==> src/shared/cefb_pkg.sv <==
// charger event flag bank: offsets, field positions, carriers.
// assumes one clock shared with the charger core that drives events.
package cefb_pkg;
   localparam int CEFB_NREG = 3;
   localparam logic [7:0] CEFB_OFS_TWO = 8'h24;
   localparam logic [7:0] CEFB_OFS_THREE = 8'h25;
   localparam logic [7:0] CEFB_OFS_FAULT = 8'h26;
   localparam logic [7:0] CEFB_FLAG_RST = 8'h00;
   // register indices
   localparam int CEFB_R_TWO = 0;
   localparam int CEFB_R_THREE = 1;
   localparam int CEFB_R_FAULT = 2;
   // charger_event_flags_two fields
   localparam int CEFB_B_DET_DONE = 6;
   localparam int CEFB_B_ADC_DONE = 5;
   localparam int CEFB_B_MINSYS = 4;
   localparam int CEFB_B_FAST_TMO = 3;
   localparam int CEFB_B_TRICKLE_TMO = 2;
   localparam int CEFB_B_PRE_TMO = 1;
   localparam int CEFB_B_TOPOFF_TMO = 0;
   // charger_event_flags_three fields
   localparam int CEFB_B_BAT_LOW = 4;
   localparam int CEFB_B_COLD = 3;
   localparam int CEFB_B_COOL = 2;
   localparam int CEFB_B_WARM = 1;
   localparam int CEFB_B_HOT = 0;
   // fault_event_flags_zero fields
   localparam int CEFB_B_IBAT_REG = 7;
   localparam int CEFB_B_BUS_OVP = 6;
   localparam int CEFB_B_BAT_OVP = 5;
   localparam int CEFB_B_BUS_OCP = 4;
   localparam int CEFB_B_DIS_OCP = 3;
   localparam int CEFB_B_CONV_OCP = 2;
   localparam int CEFB_B_IN2_OVP = 1;
   localparam int CEFB_B_IN1_OVP = 0;
   // per register: bits set on a rising level, bits set on any change
   localparam logic [7:0] CEFB_RISE_TWO = 8'h4f;
   localparam logic [7:0] CEFB_BOTH_TWO = 8'h10;
   localparam logic [7:0] CEFB_RISE_THREE = 8'h10;
   localparam logic [7:0] CEFB_BOTH_THREE = 8'h0f;
   localparam logic [7:0] CEFB_RISE_FAULT = 8'h7f;
   localparam logic [7:0] CEFB_BOTH_FAULT = 8'h80;

   typedef struct packed {
      logic adapter_detect_busy;
      logic adapter_detect_done;
      logic adc_done;
      logic adc_one_shot;
      logic min_system_reg_active;
      logic fast_charge_timeout;
      logic trickle_timeout;
      logic precharge_timeout;
      logic topoff_timeout;
      logic battery_low_for_reverse;
      logic thermistor_beyond_cold;
      logic thermistor_beyond_cool;
      logic thermistor_beyond_warm;
      logic thermistor_beyond_hot;
      logic battery_current_reg_active;
      logic input_bus_overvoltage;
      logic battery_overvoltage;
      logic input_bus_overcurrent;
      logic discharge_overcurrent;
      logic converter_overcurrent;
      logic second_input_overvoltage;
      logic first_input_overvoltage;
   } cefb_evt_t;

   typedef struct packed {
      logic [7:0] two;
      logic [7:0] three;
      logic [7:0] fault;
   } cefb_mask_t;

   typedef struct packed {
      logic [CEFB_NREG-1:0][7:0] lvl;
      logic [CEFB_NREG-1:0][7:0] flag;
      logic [7:0] rd_data;
      logic rd_ack;
      logic int_n;
   } cefb_state_t;
endpackage

==> src/design/cefb_flag_bank.sv <==
// charger event flag bank: three read-to-clear event flag bytes.
// assumes event levels come from charger logic on clk (no sync needed)
// and the serial host interface turns reads into rd_req pulses.
`timescale 1ns/1ns
module cefb_flag_bank
   import cefb_pkg::*;
(
   input wire logic clk,
   input wire logic arst_n,
   input wire cefb_evt_t evt,
   input wire cefb_mask_t mask,
   input wire logic rd_req,
   input wire logic [7:0] rd_addr,
   output logic [7:0] rd_data,
   output logic rd_ack,
   output logic int_n
);
   cefb_state_t s_ff;
   cefb_state_t nxt_s;
   logic [CEFB_NREG-1:0][7:0] lvl;
   logic [CEFB_NREG-1:0][7:0] set;
   logic [CEFB_NREG-1:0][7:0] msk;
   logic [CEFB_NREG-1:0] hit;
   logic [CEFB_NREG-1:0][7:0] rise_m;
   logic [CEFB_NREG-1:0][7:0] both_m;
   logic [CEFB_NREG-1:0][7:0] ofs_m;
   logic adc_set;
   logic pend;

   assign rise_m = {CEFB_RISE_FAULT, CEFB_RISE_THREE, CEFB_RISE_TWO};
   assign both_m = {CEFB_BOTH_FAULT, CEFB_BOTH_THREE, CEFB_BOTH_TWO};
   assign ofs_m = {CEFB_OFS_FAULT, CEFB_OFS_THREE, CEFB_OFS_TWO};
   assign msk = {mask.fault, mask.three, mask.two};

   always_comb begin
      lvl = '0;
      lvl[CEFB_R_TWO][CEFB_B_DET_DONE] = evt.adapter_detect_done;
      lvl[CEFB_R_TWO][CEFB_B_MINSYS] = evt.min_system_reg_active;
      lvl[CEFB_R_TWO][CEFB_B_FAST_TMO] = evt.fast_charge_timeout;
      lvl[CEFB_R_TWO][CEFB_B_TRICKLE_TMO] = evt.trickle_timeout;
      lvl[CEFB_R_TWO][CEFB_B_PRE_TMO] = evt.precharge_timeout;
      lvl[CEFB_R_TWO][CEFB_B_TOPOFF_TMO] = evt.topoff_timeout;
      lvl[CEFB_R_THREE][CEFB_B_BAT_LOW] = evt.battery_low_for_reverse;
      lvl[CEFB_R_THREE][CEFB_B_COLD] = evt.thermistor_beyond_cold;
      lvl[CEFB_R_THREE][CEFB_B_COOL] = evt.thermistor_beyond_cool;
      lvl[CEFB_R_THREE][CEFB_B_WARM] = evt.thermistor_beyond_warm;
      lvl[CEFB_R_THREE][CEFB_B_HOT] = evt.thermistor_beyond_hot;
      lvl[CEFB_R_FAULT][CEFB_B_IBAT_REG] = evt.battery_current_reg_active;
      lvl[CEFB_R_FAULT][CEFB_B_BUS_OVP] = evt.input_bus_overvoltage;
      lvl[CEFB_R_FAULT][CEFB_B_BAT_OVP] = evt.battery_overvoltage;
      lvl[CEFB_R_FAULT][CEFB_B_BUS_OCP] = evt.input_bus_overcurrent;
      lvl[CEFB_R_FAULT][CEFB_B_DIS_OCP] = evt.discharge_overcurrent;
      lvl[CEFB_R_FAULT][CEFB_B_CONV_OCP] = evt.converter_overcurrent;
      lvl[CEFB_R_FAULT][CEFB_B_IN2_OVP] = evt.second_input_overvoltage;
      lvl[CEFB_R_FAULT][CEFB_B_IN1_OVP] = evt.first_input_overvoltage;
   end

   // conversion-done only counts in one-shot mode
   assign adc_set = evt.adc_done & evt.adc_one_shot;

   always_comb begin
      nxt_s = s_ff;
      nxt_s.lvl = lvl;
      nxt_s.rd_data = CEFB_FLAG_RST;
      nxt_s.rd_ack = rd_req;
      for (int i = 0; i < CEFB_NREG; i++) begin
         hit[i] = rd_req && (rd_addr == ofs_m[i]);
         set[i] = (lvl[i] & ~s_ff.lvl[i] & rise_m[i])
            | ((lvl[i] ^ s_ff.lvl[i]) & both_m[i]);
         if (i == CEFB_R_TWO) begin
            set[i][CEFB_B_ADC_DONE] = adc_set;
         end
         if (hit[i]) begin
            nxt_s.rd_data = s_ff.flag[i];
         end
         // a new event in the read cycle survives the clear
         nxt_s.flag[i] = (hit[i] ? CEFB_FLAG_RST : s_ff.flag[i]) | set[i];
      end
      // a detection in progress forces the done flag low and raises no pulse
      if (evt.adapter_detect_busy) begin
         set[CEFB_R_TWO][CEFB_B_DET_DONE] = 1'b0;
         nxt_s.flag[CEFB_R_TWO][CEFB_B_DET_DONE] = 1'b0;
      end
      pend = |(set & ~msk);
      nxt_s.int_n = ~pend;
   end

   always_ff @(posedge clk or negedge arst_n) begin
      if (!arst_n) begin
         s_ff <= '{lvl: '0, flag: '0, rd_data: CEFB_FLAG_RST, rd_ack: 1'b0, int_n: 1'b1};
      end else begin
         s_ff <= nxt_s;
      end
   end

   assign rd_data = s_ff.rd_data;
   assign rd_ack = s_ff.rd_ack;
   assign int_n = s_ff.int_n;

   logic [7:0] f2;
   logic [7:0] f3;
   logic [7:0] ff0;
   assign f2 = s_ff.flag[CEFB_R_TWO];
   assign f3 = s_ff.flag[CEFB_R_THREE];
   assign ff0 = s_ff.flag[CEFB_R_FAULT];
endmodule

==> config.mk <==
export PLATFORM = sky130hd
export DESIGN_NAME = cefb_flag_bank
export DESIGN_NICKNAME = d
export VERILOG_FILES = /design/src/shared/cefb_pkg.sv /design/src/design/cefb_flag_bank.sv
export SDC_FILE = /design/constraint.sdc
export NUM_CORES = 1
export LEC_CHECK = 0
export ABC_AREA = 1
export BUFFER_PORTS_ARGS = -buffer_cell sky130_fd_sc_hd__buf_2
export CAP_MARGIN = 0
export CELL_PAD_IN_SITES_DETAIL_PLACEMENT = 1
export CELL_PAD_IN_SITES_GLOBAL_PLACEMENT = 2
export CORE_MARGIN = 2
export CORE_UTILIZATION = 32
export CTS_BUF_LIST = sky130_fd_sc_hd__clkbuf_16
export CTS_CLUSTER_DIAMETER = 120
export DETAILED_ROUTE_END_ITERATION = 7
export PLACE_DENSITY = 0.85
export SETUP_SLACK_MARGIN = 0.2
export SLEW_MARGIN = 10
export SYNTH_ARGS = -nofsm -noshare
export SYNTH_HDL_FRONTEND = slang
export SYNTH_SLANG_ARGS = --single-unit
==> constraint.sdc <==
create_clock -name clk -period 1.9 [get_ports clk]
set_clock_uncertainty 0.05 [all_clocks]
set_input_delay 0.38 -clock clk [delete_from_list [all_inputs] [get_ports clk]]
set_output_delay 0.38 -clock clk [all_outputs]
set_load 0.01 [all_outputs]
==> run metrics <==
Max VDD drop 0.3704 mV; post-placement cell count 344; flop2flop setup slack 0.81 ns; Crit path max-delay family flip-flops; syn_area_per_cell 9.956 µm²; cell area after synthesis 0.002101 mm²; Setup TNS 0 ns; Seq cells post-synth 49; largest net degree at the start of global routing 22; Worst Setup EP int_n; largest area contributor in the netlist dfrtp_1; final std cells w/o fill 353; Clock Latency Late Sink 0.28 ns; CTS buffer count 5; worst-margin pin slew 0.3708 ns; Seq/Total Area, Yosys 58.43%; Reg area 0.001227 mm²; final hold vios 0; Clock Power Share 39.9%; Gate Count Post-Synth 211; CP Buf/Inv Count 1; Final setup viols 0; synth-to-layout area growth 24.30%; Leakage 0.001447 µW; I/O Buffers 62; initial core utilization 33.08%; Tcrit/Tclk final 71.06%; critical path, cell by cell buf_2; count of cell types in the netlist 22; Critical Path RT 1.47 ns; DRT antenna net count 0; first-pass GRT wire length 8052 µm; first drt pass iteration count 4; Fmax achieved 740.6 MHz; CTS resizes 0; post-route worst setup slack 0.5498 ns; Area contributors post-synth dfrtp_1 57%, inv_1 6.6%, nand2_1 5.7%; Max Slew Vio Count 0; critical path launch point type flop; dpl hpwl 3673 µm; gpl congestion 0.7391; clk root buf clkbuf_16; area of the die 0.007229 mm²; CTS Hold Bufs 1; CP max FO 1; Critical Path Stages 1; DRC 0; Critical R2R Capture int_n; number of antenna diodes 0; HP Class primary input to flop; status finished clean; total of warnings raised by yosys 0; Core ar. 0.006350 mm²; cell-internal power 1625 µW; clk sinks 49; share of the synthesized area in the top cell type 57.18%; Max stage delay on crit path 0.52 ns; CP Class flop to primary output; total wire length 4707 µm; switching pwr 475.4 µW; Sw Ratio 22.63%; drt wl/cell 13.33 µm; Worst R2R Start s_ff[37]; # fillers 764; Max clock buf depth 2; worst setup path startpoint int_n; H-tree depth 2; Comb pwr share 8.7%; PwrDens 804.5 mW/mm²; initial antenna violation count 0; Global Route Usage Sum 14.30%; Final min period 1.350 ns; share of cells above drive strength 1 28.62%; num rows 29; final instance area 0.002611 mm²; RSZ-0062 raised after global routing false; # IOs 67; via count 1615; Overflow after GRT 0; TritonCTS clock tree yes; Reg power frac 51.4%; Worst slew margin 75.21%; net count after synthesis 268; Critical Path AT 0.92 ns; Post-DP Area 0.002464 mm²; Critical Path Slowest Stage Cell dfstp_2; Iteration-0 DRC Markers 50; CP Capture Type primary output; multi-input combinational cell area 653.1 µm²; Post CTS Setup Buffer Count 0; worst slack, placed 0.2161 ns; Worst Hold Margin 0.1690 ns; Final nets 332; Clock Pin Slew Worst Setup and Hold Paths 0.06 ns; Die Ht 85.03 µm; vias per std cell 4.575; max_cap viols 0; Die Span X 85.03 µm; vias in the first global route 1675; R2R depth 6
[per-stage QoR]
step           total power, µW  util (%)
3_5_place_dp              1286     38.80
5_1_grt                   2202     41.12
6_report                  2101     41.12
4_1_cts                   2136     41.12
3_3_place_gp              1279     38.80
2_1_floorplan             1170         -
[area by class of cell]
| type | instances | area share (%) |
|---|---|---|
| Sequential cell | 49 | 47.01 |
| Multi-Input combinational cell | 114 | 25.01 |
| Clock inverter | 3 | 0.4792 |
| Tap cell | 77 | 3.690 |
| Timing Repair Buffer | 68 | 13.70 |
| Clock buffer | 5 | 4.792 |
| Inverter | 37 | 5.319 |
[layer usage]
metal	track usage, %	share of wire [%]	vias up
met4	4.329	1.3	0
met5	0	0	-
met3	3.502	5.2	6
li1	-	-	800
met1	18.87	46	768
met2	23.37	48	41
[Yosys cell counts]
cell type	n
dfstp_2	1
or2_0	5
nand3_1	11
dfrtp_1	48
o21bai_1	3
nand2_4	1
buf_2	2
nor2_4	3
nand2_1	32
a21o_1	2
nor3_1	1
o21ai_0	10
a22oi_1	1
buf_6	1
nand3b_1	8
xor2_1	5
a22o_1	10
inv_1	37
nand4_1	10
nand2_2	1
nor2_1	11
buf_4	8
[registers in the layout (all words and copies together), names as in the netlist]
signal,flops
f2,7
f3,5
ff0,8
int_n,1
rd_ack,1
rd_data,8
s_ff,19
[cells by family (layout without fill, tap and decap cells)]
group,Yosys count,after routing,synth area share (%)
and+or+nand+nor,83,83,20.31
DFF,49,49,58.43
buffers and inverters,48,113,10.48
AOI/OAI and AO/OA,26,26,8.695
xor gates and xnor gates,5,5,2.084
[power by group through the flow]
stage          logic, µW  clock network, µW  registers [µW]
2_1_floorplan       72.0                  0            1100
3_3_place_gp         181                  0            1100
3_5_place_dp         187                  0            1100
4_1_cts              189                867            1080
5_1_grt              213                907            1080
6_report             183                838            1080
[cells in the final DEF (no fill, tap or decap), types with 8 or more instances in the layout]
cell type | Yosys | final
a22o_1 | 10 | 10
nand4_1 | 10 | 10
inv_1 | 37 | 37
dfrtp_1 | 48 | 48
buf_2 | 2 | 62
nand3b_1 | 8 | 8
nand3_1 | 11 | 11
o21ai_0 | 10 | 10
nor2_1 | 11 | 11
nand2_1 | 32 | 32
[how the worst min path moves through the flow]
stage / start / endpoint / slack (ns) / cells past startpoint
final: evt[12] / s_ff[46] / 0.17 / 1
after floorplan: arst_n / f2[0] / 0.03 / 0
after detailed placement: arst_n / s_ff[57] / 0.26 / 1
after CTS: evt[12] / s_ff[46] / 0.16 / 1
after global routing: evt[12] / s_ff[46] / 0.17 / 1
after global placement: arst_n / s_ff[57] / 0.26 / 1
Note: power is estimated with default switching activity, not from simulation.
